## src/pkg/sacc_map.vh

```
`ifndef SACC_MAP_VH
`define SACC_MAP_VH

// ==========================================================================
// Register byte offsets
`define SACC_OFF_CTRL        12'h000
`define SACC_OFF_CFG         12'h004
`define SACC_OFF_CHSEL       12'h008
`define SACC_OFF_PAIRCFG     12'h00c
`define SACC_OFF_RES_HI      12'h010
`define SACC_OFF_RES_LO      12'h014

// ==========================================================================
// Control register fields
`define SACC_CTRL_ENABLE     7
`define SACC_CTRL_TRACKMODE  6
`define SACC_CTRL_DONE       5
`define SACC_CTRL_BUSY       4
`define SACC_CTRL_STM_HI     3
`define SACC_CTRL_STM_LO     2
`define SACC_CTRL_LJUST      0

// ==========================================================================
// Configuration register fields
`define SACC_CFG_CLK_HI      7
`define SACC_CFG_CLK_LO      5
`define SACC_CFG_GAIN_HI     2
`define SACC_CFG_GAIN_LO     0

// ==========================================================================
// Start-mode codes
`define SACC_STM_SOFTWARE    2'h0
`define SACC_STM_TIMER3      2'h1
`define SACC_STM_EXTERNAL    2'h2
`define SACC_STM_TIMER2      2'h3

// ==========================================================================
// Reset values
`define SACC_RST_CTRL        8'h00
`define SACC_RST_CLKDIV      3'h3
`define SACC_RST_GAIN        3'h1
`define SACC_RST_CHSEL       4'h0
`define SACC_RST_PAIRCFG     4'h0

// ==========================================================================
// Timing counts in SAR clocks
`define SACC_TRACK_SAR_CLKS  2'h3

`endif

```

## src/hdl/sacc_top.v

```verilog
// Our own choices: the placing of the registers and the APB register port.
`timescale 1ns/10ps
`include "sacc_map.vh"

module sacc_top #(
    parameter RES_BITS = 12
) (
    // Clock, reset, enable
    input  wire                clk_sys,
    input  wire                resetn,
    input  wire                ce,
    // APB slave
    input  wire                psel,
    input  wire                penable,
    input  wire                pwrite,
    input  wire [11:0]         paddr,
    input  wire [31:0]         pwdata,
    output wire                pready,
    output wire                pslverr,
    output reg  [31:0]         prdata,
    // Conversion triggers
    input  wire                timer3_ovf,
    input  wire                timer2_ovf,
    input  wire                external_convert_start,
    input  wire                chip_standby,
    // Analog front end
    input  wire                cmp_hi,
    output reg                 analog_power_on,
    output reg                 track_en,
    output reg  [3:0]          mux_pos_sel,
    output reg  [3:0]          mux_neg_sel,
    output reg                 mux_diff,
    output reg                 temp_sensor_sel,
    output reg  [2:0]          gain_amplifier,
    output reg  [RES_BITS-1:0] sar_trial,
    // Status
    output reg                 conversion_busy,
    output reg                 conversion_done_flag,
    output reg                 done_pulse
);

// ==========================================================================
// State codes
localparam [3:0] ST_IDLE  = 4'h1;
localparam [3:0] ST_TRACK = 4'h2;
localparam [3:0] ST_CONV  = 4'h4;
localparam [3:0] ST_DONE  = 4'h8;

// ==========================================================================
// Divider terminal count for a clock-period code
function [3:0] div_last;
    input [2:0] code;
    begin
        case (code)
            3'h0:    div_last = 4'h0;
            3'h1:    div_last = 4'h1;
            3'h2:    div_last = 4'h3;
            3'h3:    div_last = 4'h7;
            default: div_last = 4'hf;
        endcase
    end
endfunction

// ==========================================================================
// Registers
reg                converter_enable_r;
reg                track_mode_bit_r;
reg  [1:0]         start_mode_r;
reg                left_justify_bit_r;
reg  [2:0]         clock_period_field_r;
reg  [2:0]         gain_select_field_r;
reg  [3:0]         channel_select_r;
reg  [3:0]         pair_config_r;
reg  [RES_BITS-1:0] result_r;
reg                result_diff_r;
reg                err_r;
reg  [3:0]         state_r;
reg  [3:0]         state_nxt;
reg  [3:0]         div_cnt_r;
reg  [1:0]         track_cnt_r;
reg  [RES_BITS-1:0] sar_r;
reg  [RES_BITS-1:0] mask_r;
reg                conv_diff_r;
reg  [2:0]         ext_sync_r;
reg                ext_level_r;

wire               sar_tick;
wire               setup_ph;
wire               wr_acc;
wire               wr_ctrl;
wire               sw_start;
wire               trig;
wire               ext_rise;
wire               busy_fall;
wire               done_clr;
wire [7:0]         ctrl_rd;
wire [7:0]         cfg_rd;
wire [RES_BITS-1:0] sar_step;
reg  [7:0]         res_hi;
reg  [7:0]         res_lo;
reg                addr_ok;
reg  [31:0]        rd_mux;

// ==========================================================================
// APB decode
assign setup_ph = psel & ~penable;
assign pready   = psel & penable;
assign pslverr  = psel & penable & err_r;
assign wr_acc   = psel & penable & pwrite & ~err_r & ce;
assign wr_ctrl  = wr_acc & (paddr == `SACC_OFF_CTRL);

always @* begin
    addr_ok = 1'b1;
    rd_mux  = 32'h0000_0000;
    case (paddr)
        `SACC_OFF_CTRL:    rd_mux = {24'h00_0000, ctrl_rd};
        `SACC_OFF_CFG:     rd_mux = {24'h00_0000, cfg_rd};
        `SACC_OFF_CHSEL:   rd_mux = {28'h000_0000, channel_select_r};
        `SACC_OFF_PAIRCFG: rd_mux = {28'h000_0000, pair_config_r};
        `SACC_OFF_RES_HI:  rd_mux = {24'h00_0000, res_hi};
        `SACC_OFF_RES_LO:  rd_mux = {24'h00_0000, res_lo};
        default:           addr_ok = 1'b0;
    endcase
end

assign ctrl_rd = {converter_enable_r, track_mode_bit_r, conversion_done_flag,
                  conversion_busy, start_mode_r, 1'b0, left_justify_bit_r};
assign cfg_rd  = {clock_period_field_r, 2'h0, gain_select_field_r};

// Read data and error are captured in the setup cycle
always @(posedge clk_sys or negedge resetn) begin
    if (!resetn) begin
        prdata <= 32'h0000_0000;
        err_r  <= 1'b0;
    end else if (ce && setup_ph) begin
        prdata <= pwrite ? 32'h0000_0000 : rd_mux;
        err_r  <= ~addr_ok;
    end
end

// ==========================================================================
// Software-written configuration
always @(posedge clk_sys or negedge resetn) begin
    if (!resetn) begin
        converter_enable_r   <= 1'b0;
        track_mode_bit_r     <= 1'b0;
        start_mode_r         <= `SACC_STM_SOFTWARE;
        left_justify_bit_r   <= 1'b0;
        clock_period_field_r <= `SACC_RST_CLKDIV;
        gain_select_field_r  <= `SACC_RST_GAIN;
        channel_select_r     <= `SACC_RST_CHSEL;
        pair_config_r        <= `SACC_RST_PAIRCFG;
    end else if (wr_acc) begin
        case (paddr)
            `SACC_OFF_CTRL: begin
                converter_enable_r <= pwdata[`SACC_CTRL_ENABLE];
                track_mode_bit_r   <= pwdata[`SACC_CTRL_TRACKMODE];
                start_mode_r       <= pwdata[`SACC_CTRL_STM_HI:`SACC_CTRL_STM_LO];
                left_justify_bit_r <= pwdata[`SACC_CTRL_LJUST];
            end
            `SACC_OFF_CFG: begin
                clock_period_field_r <= pwdata[`SACC_CFG_CLK_HI:`SACC_CFG_CLK_LO];
                gain_select_field_r  <= pwdata[`SACC_CFG_GAIN_HI:`SACC_CFG_GAIN_LO];
            end
            `SACC_OFF_CHSEL:   channel_select_r <= pwdata[3:0];
            `SACC_OFF_PAIRCFG: pair_config_r    <= pwdata[3:0];
            default: ;
        endcase
    end
end

// ==========================================================================
// External start synchroniser and edge detect
always @(posedge clk_sys or negedge resetn) begin
    if (!resetn) begin
        ext_sync_r  <= 3'h0;
        ext_level_r <= 1'b0;
    end else if (ce) begin
        ext_sync_r <= {ext_sync_r[1:0], external_convert_start};
        if (ext_sync_r[2] == ext_sync_r[1])
            ext_level_r <= ext_sync_r[1];
    end
end

assign ext_rise = ext_sync_r[1] & ext_sync_r[2] & ~ext_level_r;

// ==========================================================================
// Trigger selection
assign sw_start = wr_ctrl & pwdata[`SACC_CTRL_BUSY] &
                  (pwdata[`SACC_CTRL_STM_HI:`SACC_CTRL_STM_LO] == `SACC_STM_SOFTWARE);
assign trig = converter_enable_r & (state_r == ST_IDLE) & (
              sw_start |
              ((start_mode_r == `SACC_STM_TIMER3) & timer3_ovf) |
              ((start_mode_r == `SACC_STM_EXTERNAL) & ext_rise) |
              ((start_mode_r == `SACC_STM_TIMER2) & timer2_ovf));

// ==========================================================================
// SAR clock divider
always @(posedge clk_sys or negedge resetn) begin
    if (!resetn) begin
        div_cnt_r <= 4'h0;
    end else if (ce) begin
        if (state_r == ST_IDLE || div_cnt_r >= div_last(clock_period_field_r))
            div_cnt_r <= 4'h0;
        else
            div_cnt_r <= div_cnt_r + 4'h1;
    end
end

assign sar_tick = (state_r != ST_IDLE) && (div_cnt_r >= div_last(clock_period_field_r));

// ==========================================================================
// Conversion sequencer
always @* begin
    state_nxt = state_r;
    case (state_r)
        ST_IDLE: begin
            if (trig) begin
                if (track_mode_bit_r && start_mode_r != `SACC_STM_EXTERNAL)
                    state_nxt = ST_TRACK;
                else
                    state_nxt = ST_CONV;
            end
        end
        ST_TRACK: begin
            if (!converter_enable_r)
                state_nxt = ST_IDLE;
            else if (sar_tick && track_cnt_r == `SACC_TRACK_SAR_CLKS - 2'h1)
                state_nxt = ST_CONV;
        end
        ST_CONV: begin
            if (!converter_enable_r)
                state_nxt = ST_IDLE;
            else if (sar_tick && mask_r[0])
                state_nxt = ST_DONE;
        end
        ST_DONE:  state_nxt = ST_IDLE;
        default:  state_nxt = ST_IDLE;
    endcase
end

assign sar_step = (cmp_hi ? sar_r : (sar_r & ~mask_r)) | (mask_r >> 1);

always @(posedge clk_sys or negedge resetn) begin
    if (!resetn) begin
        state_r     <= ST_IDLE;
        track_cnt_r <= 2'h0;
        sar_r       <= {RES_BITS{1'b0}};
        mask_r      <= {RES_BITS{1'b0}};
        conv_diff_r <= 1'b0;
        sar_trial   <= {RES_BITS{1'b0}};
    end else if (ce) begin
        state_r <= state_nxt;
        if (state_r == ST_IDLE) begin
            track_cnt_r <= 2'h0;
            conv_diff_r <= mux_diff;
        end else if (state_r == ST_TRACK && sar_tick) begin
            track_cnt_r <= track_cnt_r + 2'h1;
        end
        if (state_r != ST_CONV && state_nxt == ST_CONV) begin
            sar_r     <= {1'b1, {(RES_BITS-1){1'b0}}};
            mask_r    <= {1'b1, {(RES_BITS-1){1'b0}}};
            sar_trial <= {1'b1, {(RES_BITS-1){1'b0}}};
        end else if (state_r == ST_CONV && sar_tick) begin
            sar_r     <= sar_step;
            mask_r    <= mask_r >> 1;
            sar_trial <= mask_r[0] ? {RES_BITS{1'b0}} : sar_step;
        end else if (state_nxt != ST_CONV) begin
            sar_trial <= {RES_BITS{1'b0}};
        end
    end
end

// ==========================================================================
// Result capture and justification
assign busy_fall = (state_r == ST_DONE);

always @(posedge clk_sys or negedge resetn) begin
    if (!resetn) begin
        result_r      <= {RES_BITS{1'b0}};
        result_diff_r <= 1'b0;
    end else if (ce && busy_fall) begin
        // Offset binary to two's complement by flipping the sign bit
        result_r      <= conv_diff_r ? (sar_r ^ {1'b1, {(RES_BITS-1){1'b0}}})
                                     : sar_r;
        result_diff_r <= conv_diff_r;
    end
end

always @* begin
    if (left_justify_bit_r) begin
        res_hi = result_r[11:4];
        res_lo = {result_r[3:0], 4'h0};
    end else begin
        res_hi = {{4{result_diff_r & result_r[11]}}, result_r[11:8]};
        res_lo = result_r[7:0];
    end
end

// ==========================================================================
// Busy and done flag
assign done_clr = wr_ctrl & ~pwdata[`SACC_CTRL_DONE];

always @(posedge clk_sys or negedge resetn) begin
    if (!resetn) begin
        conversion_busy      <= 1'b0;
        conversion_done_flag <= 1'b0;
        done_pulse           <= 1'b0;
    end else if (ce) begin
        conversion_busy <= (state_nxt == ST_TRACK) || (state_nxt == ST_CONV);
        done_pulse      <= busy_fall;
        if (busy_fall)
            conversion_done_flag <= 1'b1;
        else if (done_clr)
            conversion_done_flag <= 1'b0;
    end
end

// ==========================================================================
// Multiplexer, gain and track-and-hold outputs
always @(posedge clk_sys or negedge resetn) begin
    if (!resetn) begin
        analog_power_on <= 1'b0;
        track_en        <= 1'b0;
        mux_pos_sel     <= 4'h0;
        mux_neg_sel     <= 4'h0;
        mux_diff        <= 1'b0;
        temp_sensor_sel <= 1'b0;
        gain_amplifier  <= `SACC_RST_GAIN;
    end else if (ce) begin
        analog_power_on <= converter_enable_r;
        gain_amplifier  <= gain_select_field_r;
        temp_sensor_sel <= channel_select_r[3];
        if (channel_select_r[3]) begin
            mux_diff    <= 1'b0;
            mux_pos_sel <= 4'h8;
            mux_neg_sel <= 4'h8;
        end else if (pair_config_r[channel_select_r[2:1]]) begin
            mux_diff    <= 1'b1;
            mux_pos_sel <= {1'b0, channel_select_r[2:1], 1'b0};
            mux_neg_sel <= {1'b0, channel_select_r[2:1], 1'b1};
        end else begin
            mux_diff    <= 1'b0;
            mux_pos_sel <= channel_select_r;
            mux_neg_sel <= channel_select_r;
        end
        if (!converter_enable_r || chip_standby)
            track_en <= 1'b0;
        else if (!track_mode_bit_r)
            track_en <= (state_nxt == ST_IDLE);
        else if (start_mode_r == `SACC_STM_EXTERNAL)
            track_en <= (state_nxt == ST_IDLE) & ~ext_level_r;
        else
            track_en <= (state_nxt == ST_TRACK);
    end
end

endmodule // sacc_top

```

## config.mk

```make
export PLATFORM = sky130hd
export DESIGN_NAME = sacc_top
export DESIGN_NICKNAME = d
export VERILOG_FILES = /design/src/hdl/sacc_top.v
export VERILOG_INCLUDE_DIRS = /design/src /design/src/pkg
export SDC_FILE = /design/constraint.sdc
export NUM_CORES = 1
export LEC_CHECK = 0
export BUFFER_PORTS_ARGS = -buffer_cell sky130_fd_sc_hd__buf_2
export CAP_MARGIN = 20
export CORE_UTILIZATION = 45
export CTS_CLUSTER_DIAMETER = 100
export CTS_CLUSTER_SIZE = 24
export DETAILED_ROUTE_END_ITERATION = 8
export GPL_ROUTABILITY_DRIVEN = 1
export GPL_TIMING_DRIVEN = 0
export PLACE_DENSITY_LB_ADDON = 0.15
export SLEW_MARGIN = 40
export SYNTH_ARGS = -nofsm -noshare
export SYNTH_HDL_FRONTEND = slang
export SYNTH_SLANG_ARGS = --single-unit
export TNS_END_PERCENT = 30
```

## constraint.sdc

```tcl
create_clock -name clk_sys -period 4.4 [get_ports clk_sys]
set_clock_uncertainty 0.05 [all_clocks]
set_input_delay 0.22 -clock clk_sys [delete_from_list [all_inputs] [get_ports clk_sys]]
set_output_delay 0.22 -clock clk_sys [all_outputs]
set_load 0.1 [all_outputs]
```

* Word level (Yosys, flattened, before mapping)
Index checks and enable logic that the tools add are counted.
** Word-level totals
- Register bits after elaboration :: 134
- Bits of input ports :: 55
- Word-level logic and storage cells :: 162
** Cells by class
- Equal/unequal tests :: 24
- Bitwise logic cells :: 31
- Muxes and demuxes :: 40
- Magnitude comparators :: 3
- Reductions and logical operators :: 31
- $add $sub $neg :: 2
** Operators with widths (number)
- 12-bit two-way mux :: 10
- 8-bit case mux with 6 select lines :: 1
- 4-bit two-way mux :: 9
- 32-bit two-way mux :: 1
- 12-bit by 4-bit equality test with 1-bit output (second input constant) :: 2
- 12-bit by 5-bit equality test with 1-bit output (second input constant) :: 2
- 2-bit AND reduction :: 10
- 1-bit AND :: 19
- 8-bit two-way mux :: 2
- 4-bit case mux with 4 select lines :: 1
- 12-bit AND :: 1
- 12-bit by 3-bit equality test with 1-bit output (second input constant) :: 1
- 12-bit logical NOT :: 1
- 12-bit inverter :: 1
- 12-bit by 11-bit OR with 12-bit output :: 1
- 4-bit case mux with 3 select lines :: 1
- 1-bit two-way mux :: 11
- 1-bit logical AND :: 9
- 4-bit by 1-bit equality test with 1-bit output (second input constant) :: 2
- 4-bit by 2-bit equality test with 1-bit output (second input constant) :: 2
- 4-bit by 3-bit equality test with 1-bit output (second input constant) :: 2
- 4-bit >= comparator :: 2
- 4-bit by 3-bit != test with 1-bit output (second input constant) :: 2
- 2-bit equality test (second input constant) :: 3
- other kinds (22) :: 35

* Depth between registers and ports, before layout
Gate-level depths: netlist of the first run.
- Word-level depth :: 18
- Depth in mapped cells :: 9

* Least setup slack after synthesis of the first run
No wires, ideal clock.
- Kind :: flip-flop to flip-flop
- Start point :: register clock_period_field_r[2]
- End point :: register sar_trial[6]
- Clock period less this slack :: 2.639 ns
- Path slack :: 1.761 ns
- Path buffers :: 1
- Required time :: 4.267 ns
- Stages on the path, launching flop included :: 10
- Arrival :: 2.506 ns
- Cell sequence :: dfrtp_1 -> or3_1 -> ha_1 -> nand2b_1 -> a2111oi_2 -> nor2_1 -> o21ai_0 -> clkbuf_1 -> nand2_1 -> o21ai_0
** Between the ends
- Word-level cells in the longest chain between the ends :: 12
** RTL lines
- from (decl) :: RTL line sacc_top.v:70 : reg [2:0] clock_period_field_r;
- from (signal assigned) :: RTL line sacc_top.v:149 : clock_period_field_r <= `SACC_RST_CLKDIV;
- from (signal assigned) :: RTL line sacc_top.v:162 : clock_period_field_r <= pwdata[`SACC_CFG_CLK_HI:`SACC_CFG_CLK_LO];
- 3-bit by 2-bit equality test with 1-bit output, or another cell as far along :: RTL line sacc_top.v:54 : case (code)
- 4-bit case mux with 4 select lines * :: RTL line sacc_top.v:54
- 4-bit >= comparator * :: RTL line sacc_top.v:210 : assign sar_tick = (state_r != ST_IDLE) && (div_cnt_r >= div_last(clock_period_field_r));
- 1-bit logical AND * :: RTL line sacc_top.v:210
- 1-bit logical AND (on tied branches) :: RTL line sacc_top.v:234, sacc_top.v:228
- 4-bit two-way mux (on tied branches) :: RTL line sacc_top.v:234, sacc_top.v:228
- 4-bit two-way mux (on tied branches) :: RTL line sacc_top.v:232, sacc_top.v:226
- 4-bit case mux with 3 select lines :: RTL line sacc_top.v:216 : case (state_r)
- 4-bit by 3-bit equality test with 1-bit output :: RTL line sacc_top.v:260 : if (state_r != ST_CONV && state_nxt == ST_CONV) begin
- 1-bit logical AND :: RTL line sacc_top.v:260
- 3-bit nonzero test (no line)
- 2-bit AND reduction (no line)
- to (signal assigned) :: RTL line sacc_top.v:263 : sar_trial <= {1'b1, {(RES_BITS-1){1'b0}}};
- to (signal assigned) :: RTL line sacc_top.v:267 : sar_trial <= mask_r[0] ? {RES_BITS{1'b0}} : sar_step;
- to (signal assigned) :: RTL line sacc_top.v:269 : sar_trial <= {RES_BITS{1'b0}};
- to (decl) :: RTL line sacc_top.v:35 : output reg [RES_BITS-1:0] sar_trial,
Mark *: on every way between the ends. The rest lies on a longest branch, timed or not.
A chain may end at the register's enable or synchronous reset.

* Worst setup path in the final report of the first run
- Start point :: register clock_period_field_r[2]
- End point :: register sar_trial[3]
Same word-level chain as after synthesis.

==> results.cfg, run 1 <==
[global_routing]
antenna_found_initial = 0
use_met3_pct = 2.689
grtUsageMet2_pct = 31.26
top_usage_layer = met2
grt_max_degree = 77
global_route.usage.met1_pct = 30.22
grt_usage_pct = 20.93
grt_pass1_wl_mm = 20.22
overflow = 0
grt_pass1_vias = 4005

[power]
p_per_area_nw_per_um2 = 329.7
p_leak_nw = 3.070
finalPower_mw = 2.071
vdd_drop_max_mv = 0.1620

[worst_setup_path]
critical_path_arrival_ns = 3.40
cp_cell_sequence = or3_1 -> ha_1 -> nand2b_1 -> a2111oi_2 -> nor2_1 -> o21ai_0 -> clkbuf_1 -> nand2_1 -> o21ai_0
cpMaxStageDelayCell = a2111oi_2
slowest_delay_ns = 0.57
worstPathMaxFanout = 10
critPathKind = register to register
crit_required_ns = 4.62
reg2reg_from = clock_period_field_r[2]
reg2reg_depth = 9
cp-endpoint = sar_trial[3]
startpoint = clock_period_field_r[2]
r2r_setup_slack_ns = 1.22
end_kind = register
critical_path.startpoint_type = register
timing.rr.end = sar_trial[3]
path_common_cell = o21ai_0

[detailed_routing]
dr_total_vias = 4131
firstDrtPassIters = 5
first_iter_violations = 220
antenna_left = 0
vias_per_cell = 5.421
drc = 0
wl_mm = 12.29
wl_per_cell_um = 16.13

[layout]
diodes = 0
fillers = 1018
layoutNonFillerInstCount = 762
drive_gt1_share_pct = 27.79
final_common_cell = dfrtp_1
area_delta_synth_final_pct = 18.28
nets = 676
final_util_pct = 54.77
final_cell_mix = dfrtp_1 (101), buf_2 (69), nand2_1 (68), o21ai_0 (41), mux2_2 (37)

[min_path]
hold_path_class = input port to register

[sta]
slew_violations = 0
finalHoldViolations = 0
relSlewSlack_pct = 54.89
whs_ns = 0.05235
final.setup.tns_ns = 0
fmax_ghz = 0.3145
fin_crit_ns = 3.180
setup_violations = 0
grt_setup_unrepaired = false
worstMarginPinSlew_ns = 0.6741
timing.final.crit_share_pct = 72.27

[yosys]
synthArstFlopShare_pct = 100.0
syn_avg_cell_area_um2 = 10.41
synth_ff_type = dfrtp_1
synth_seq_cells = 106
yosysSeqAreaShare_pct = 50.07
yosysWarnings = 0
synth_cells = 510
synth-edff-count = 0
synth_cell_types = 63
synth_area_um2 = 5310

[placement]
io_buffers = 68
dp_hpwl_mm = 9.148
gp_congestion = 0.8819
dp.cells = 745

[cts]
clkTransAtPathRegs_ns = 0.07
cts_root_buf = clkbuf_16
htreeDepth = 3
tritoncts = done
clk_latency_ns = 0.35
cts_sinks = 106
cts_resized = 0
cts_buffers = 9
clk_path_buf_depth = 2

[floorplanning]
io_pins = 119
die_area_um2 = 12240
row_count = 39
core_um2 = 11470
die_h_um = 110.6
initial_core_util_pct = 46.31
dieWidth_um = 110.6

[run_status]
outcome = finished clean

[run]
cap_violations = 0
[routing by layer]
layer	share of wire (%)	routed length, um
met1	47	5833
met2	46	5652
met3	4.6	566
met4	1.9	238
met5	0	0
[where the power goes]
group / internal (mW) / switching [mW] / leakage [nW]
combinational: 0.0596 / 0.175 / 1.50
clock: 0.463 / 0.374 / 0.143
sequential: 0.988 / 0.0114 / 1.43
[sequential cells by signal (all words and copies together), names as in the netlist, 4 cells and up]
name,count
mask_r,12
result_r,12
sar_r,12
sar_trial,12
prdata,8
channel_select_r,4
div_cnt_r,4
mux_pos_sel,4
pair_config_r,4
state_r,4
[worst min path at each step]
stage	end	slack [ns]	cells after the start	start
finish	converter_enable_r	0.05	3	pwdata[7]
global route	ext_sync_r[0]	0.06	2	external_convert_start
CTS	converter_enable_r	0.05	3	pwdata[7]
detailed placement	channel_select_r[1]	0.04	1	resetn
global placement	converter_enable_r	0.40	3	pwdata[7]
floorplan	analog_power_on	-0.13	0	resetn
[cells by family (layout without fill, tap and decap cells)]
| kind of cell | count (synthesis) | in the layout | synth area share (%) |
|---|---|---|---|
| muxes | 49 | 49 | 10.34 |
| xor gates and xnor gates | 2 | 2 | 0.3299 |
| other | 1 | 24 | 0.07062 |
| AOI/OAI and AO/OA | 127 | 127 | 16.07 |
| buffers and inverters | 64 | 150 | 6.974 |
| adders and majority gates | 7 | 7 | 1.649 |
| and+or+nand+nor | 154 | 154 | 14.49 |
| DFF | 106 | 106 | 50.07 |
[stage by stage]
stage,setup WS [ns],instance area [um^2]
3_5_place_dp,1.235,5959
5_1_grt,0.9813,6281
3_3_place_gp,1.266,5916
6_report,1.220,6281
2_1_floorplan,1.761,5396
4_1_cts,1.210,6281
[final cells by class]
type / instances / area (um^2) / area share, %
clock buffer: 10 / 239.0 / 3.805
multi-input combinational: 363 / 2374 / 37.79
timing repair buffer: 70 / 387.9 / 6.175
sequential: 106 / 2659 / 42.33
tap: 143 / 178.9 / 2.849
clock inverter: 6 / 72.57 / 1.155
inverter: 11 / 41.29 / 0.6574
buffer: 53 / 329.1 / 5.239
[critical path, delay by kind of cell (launching register included)]
kind | cells | cell delay [ns]
AND/OR/NAND/NOR | 4 | 0.92
flip-flops | 1 | 0.43
buffers and inverters | 1 | 0.39
adder cells (fa/ha/maj) | 1 | 0.27
AO/OA/AOI/OAI | 3 | 1.04
[cell usage after synthesis, types with 3 or more instances]
cell	n	area [um^2]
a21oi_1	24	120.1
a22o_1	19	166.4
a31oi_1	4	25.02
and2_1	3	18.77
and3_1	5	31.28
buf_4	28	210.2
buf_6	3	33.78
clkbuf_1	19	71.32
dfrtp_1	101	2527
dfstp_2	5	131.4
ha_1	7	87.58
inv_1	10	37.54
mux2_2	37	416.7
mux2i_1	11	110.1
nand2_1	68	255.2
nand2b_1	15	93.84
nand3_1	9	45.04
nand3b_1	4	30.03
nor2_1	23	86.33
nor3_1	7	35.03
o21ai_0	41	205.2
o2bb2ai_1	13	113.9
o31ai_1	3	22.52
or3_1	3	18.77
[timing repair]
item                                   4_1_cts  5_1_grt
hold buffers                                 1        0
endpoints found under the hold margin       30        0
setup buffers                                0        0
(Power assumes the default switching activity.)
==> run 2, diff against run 1 <==
- clock period: 4.4 -> 2.65 ns (I/O delays scaled with it)
==> results.cfg, run 2 (synthesized netlist as in run 1, its figures left out) <==
[worst_setup_path]
reg2reg_depth = 9
crit_family = simple AND/OR/NAND/NOR gates
slowest_delay_ns = 0.40
cp_cell_sequence = or3_1 -> ha_1 -> nand2b_4 -> a2111oi_4 -> buf_6 -> nor3_2 -> nand2b_1 -> o2bb2ai_1 -> a311o_1
startpoint = clock_period_field_r[0]
critPathKind = register to register
worstPathMaxFanout = 5
path_buf_inv = 1
critical_path.startpoint_type = register
reg2reg_from = clock_period_field_r[0]
crit_required_ns = 2.83
critical_path_arrival_ns = 2.73
cpMaxStageDelayCell = dfstp_2
end_kind = register
critical_path_depth = 9

[cts]
clk_latency_ns = 0.35
cts_root_buf = clkbuf_16
clkTransAtPathRegs_ns = 0.07
cts_sinks = 106
tritoncts = done
clk_path_buf_depth = 2
htreeDepth = 3
cts_buffers = 9

[floorplanning]
die_area_um2 = 12240
die_h_um = 110.6
io_pins = 119
dieWidth_um = 110.6
initial_core_util_pct = 46.31
row_count = 39
core_um2 = 11470

[global_routing]
grt_pass1_vias = 4065
top_usage_layer = met2
grt_max_degree = 77
grt_usage_pct = 21.30
grtUsageMet2_pct = 31.97
global_route.usage.met1_pct = 30.62
use_met3_pct = 2.580
antenna_found_initial = 0
overflow = 0
grt_pass1_wl_mm = 20.58

[sta]
worstMarginPinSlew_ns = 0.6796
slew_violations = 0
setup_violations = 0
finalWorstSetupSlack_ns = 0.1028
final.setup.tns_ns = 0
fin_crit_ns = 2.547
whs_ns = 0.007366
relSlewSlack_pct = 54.53
timing.final.crit_share_pct = 96.12
fmax_ghz = 0.3926
finalHoldViolations = 0

[placement]
placed_area_um2 = 5959
gp_congestion = 0.8819
dp.cells = 745
dp_hpwl_mm = 9.148
pre_cts_ws_ns = -0.5152
io_buffers = 68

[detailed_routing]
wl_mm = 12.58
wl_per_cell_um = 16.27
dr_total_vias = 4203
antenna_left = 0
firstDrtPassIters = 5
drc = 0
first_iter_violations = 220
vias_per_cell = 5.437

[power]
vdd_drop_max_mv = 0.2724
finalPower_mw = 3.451
p_leak_nw = 3.146
p_per_area_nw_per_um2 = 532.9

[layout]
final_common_cell = dfrtp_1
diodes = 0
area_delta_synth_final_pct = 21.96
finalInstanceArea_um2 = 6476
drive_gt1_share_pct = 29.84
nets = 687
final_cell_mix = dfrtp_1 (101), buf_2 (68), nand2_1 (68), o21ai_0 (40), mux2_2 (37)
final_util_pct = 56.48
layoutNonFillerInstCount = 773

[min_path]
whs_path_depth = 3
min_from = pwdata[2]
hold_path_class = input port to register

[run]
cap_violations = 0

[run_status]
outcome = finished clean
## run 2: routing by layer
metal,up-vias,part of all wire [%]
met2,108,47
met3,12,4.6
li1,2026,-
met5,-,0
met4,0,1.4
met1,2057,47
## run 2: worst min-delay path, stage by stage
cell and delay, ns:
buf_2 0.13, nand2_1 0.06, nand2_1 0.05
## run 2: worst paths after layout
kind,slack [ns],end
worst max register to register,0.10,sar_trial[11]
max in group asynchronous,1.71,clock_period_field_r[0]
worst max-delay path,0.10,sar_trial[11]
worst min register to register,0.43,sar_trial[9]
min in group asynchronous,0.18,mux_pos_sel[3]
worst min-delay path,0.007,start_mode_r[0]
## run 2: what timing repair did
action	CTS	global route
gates cloned	0	1
hold buffers	8	0
resized for setup	8	15
setup buffers	0	3
endpoints found under the hold margin	114	0
pin swaps	1	5
setup endpoints to repair	45	42
## run 2: power by group
group | switching (mW) | total [mW] | internal, mW
registers | 0.0191 | 1.66 | 1.64
clock network | 0.613 | 1.38 | 0.768
logic | 0.297 | 0.410 | 0.112
## run 2: area by class of cell
class | instances | area (um^2)
Fill cell | 998 | 4991
Sequential cell | 106 | 2659
Multi-Input combinational cell | 364 | 2459
Timing Repair Buffer | 80 | 484.2
Buffer | 53 | 342.8
Clock buffer | 10 | 239.0
Tap cell | 143 | 178.9
Clock inverter | 6 | 72.57
Inverter | 11 | 41.29
==> run 3, diff against run 2 <==
- BUFFER_PORTS_ARGS: -buffer_cell sky130_fd_sc_hd__buf_2 -> -buffer_cell sky130_fd_sc_hd__clkbuf_2
==> results.cfg, run 3 (synthesized netlist as in run 1, its figures left out) <==
[run_status]
outcome = finished clean

[worst_setup_path]
crit_required_ns = 2.83
end_kind = register
cp-endpoint = sar_r[0]
critical_path.startpoint_type = register
reg2reg_from = clock_period_field_r[2]
critical_path_arrival_ns = 2.76
worstPathMaxFanout = 5
timing.rr.end = sar_r[0]
critPathKind = register to register
startpoint = clock_period_field_r[2]
r2r_setup_slack_ns = 0.07
reg2reg_depth = 9

[min_path]
hold_path_class = input port to register
whs_path_depth = 2

[sta]
fin_crit_ns = 2.582
timing.final.crit_share_pct = 97.43
fmax_ghz = 0.3873
setup_violations = 0
finalHoldViolations = 0
worstMarginPinSlew_ns = 0.6681
relSlewSlack_pct = 55.30
slew_violations = 0
finalWorstSetupSlack_ns = 0.06800
whs_ns = 0.009566

[cts]
clk_latency_ns = 0.34
htreeDepth = 3
clk_path_buf_depth = 2
cts_root_buf = clkbuf_16
cts_sinks = 106
cts_buffers = 9
tritoncts = done
clkTransAtPathRegs_ns = 0.07

[layout]
final_common_cell = dfrtp_1
final_cell_mix = dfrtp_1 (100), clkbuf_2 (69), nand2_1 (68), o21ai_0 (40), mux2_2 (37)
area_delta_synth_final_pct = 21.02
final_util_pct = 56.04
nets = 683
drive_gt1_share_pct = 29.71
diodes = 0

[power]
p_leak_nw = 3.102
p_per_area_nw_per_um2 = 533.1
vdd_drop_max_mv = 0.2964
finalPower_mw = 3.426

[detailed_routing]
wl_per_cell_um = 16.10
antenna_left = 0
dr_total_vias = 4180
first_iter_violations = 204
vias_per_cell = 5.436
wl_mm = 12.38
firstDrtPassIters = 4
drc = 0

[run]
cap_violations = 0

[placement]
pre_cts_ws_ns = -0.5282
io_buffers = 68
dp_hpwl_mm = 9.195
gp_congestion = 0.8820

[floorplanning]
core_um2 = 11470
io_pins = 119
die_h_um = 110.6
initial_core_util_pct = 46.31
row_count = 39
dieWidth_um = 110.6
die_area_um2 = 12240

[global_routing]
grt_usage_pct = 21.05
overflow = 0
grt_pass1_wl_mm = 20.40
grt_pass1_vias = 4076
antenna_found_initial = 0
grt_max_degree = 57
[run 3: critical path: stages, from the launching register on]
cell	delay, ns
dfrtp_2	0.43
or3_1	0.38
ha_1	0.28
nand2b_4	0.15
a2111oi_4	0.28
buf_4	0.21
or3_4	0.15
o21ai_0	0.10
a31o_2	0.27
a22o_1	0.17
[run 3: how the worst min path moves through the flow]
stage | startpoint | endpoint | slack, ns
finish | pwdata[1] | channel_select_r[1] | 0.01
global placement | pwdata[7] | converter_enable_r | 0.32
global route | pwdata[1] | gain_select_field_r[1] | 0.02
floorplan | resetn | analog_power_on | -0.21
detailed placement | resetn | gain_amplifier[1] | 0.06
CTS | pwdata[1] | channel_select_r[1] | 0.006
[run 3: cell type report]
class	count	area, um^2
clock inverters	4	48.80
multi-input cells	364	2457
fillers	1007	5041
repair buffers	76	441.7
flip-flops and latches	106	2660
well taps	143	178.9
inverters	11	41.29
clock buffers	12	256.5
plain buffers	53	341.6
[run 3: where the power goes]
| part | internal (mW) | total (mW) | leakage [nW] | switching (mW) |
|---|---|---|---|---|
| Clock | 0.785 | 1.36 | 0.153 | 0.572 |
| Sequential | 1.64 | 1.66 | 1.43 | 0.0203 |
| Combinational | 0.109 | 0.407 | 1.52 | 0.298 |
| Total | 2.54 | 3.43 | 3.10 | 0.891 |
[run 3: per-stage QoR]
step / setup TNS [ns] / instances / cell area (um^2)
after global routing: -0.002465 / 769 / 6426
after global placement: -17.70 / 744 / 5916
after CTS: 0 / 767 / 6357
after floorplan: 0 / 533 / 5396
final: 0 / 769 / 6426
after detailed placement: -13.58 / 745 / 5958
[run 3: routing by layer]
| metal | vias up | part of all wire, % | global-route usage, % |
|---|---|---|---|
| met4 | 0 | 1.8 | 7.911 |
| met3 | 18 | 4.6 | 2.689 |
| met1 | 2027 | 48 | 30.05 |
| met2 | 129 | 46 | 32.84 |
| li1 | 2006 | - | - |
| met5 | - | 0 | 0 |
[run 3: what timing repair did]
| action | CTS | global route |
|---|---|---|
| hold buffers | 5 | 0 |
| pin swaps | 1 | 2 |
| hold endpoints to repair | 54 | 0 |
| setup buffers | 1 | 1 |
| setup endpoints to repair | 45 | 38 |
| gates cloned | 0 | 1 |
| gates resized for setup | 10 | 11 |
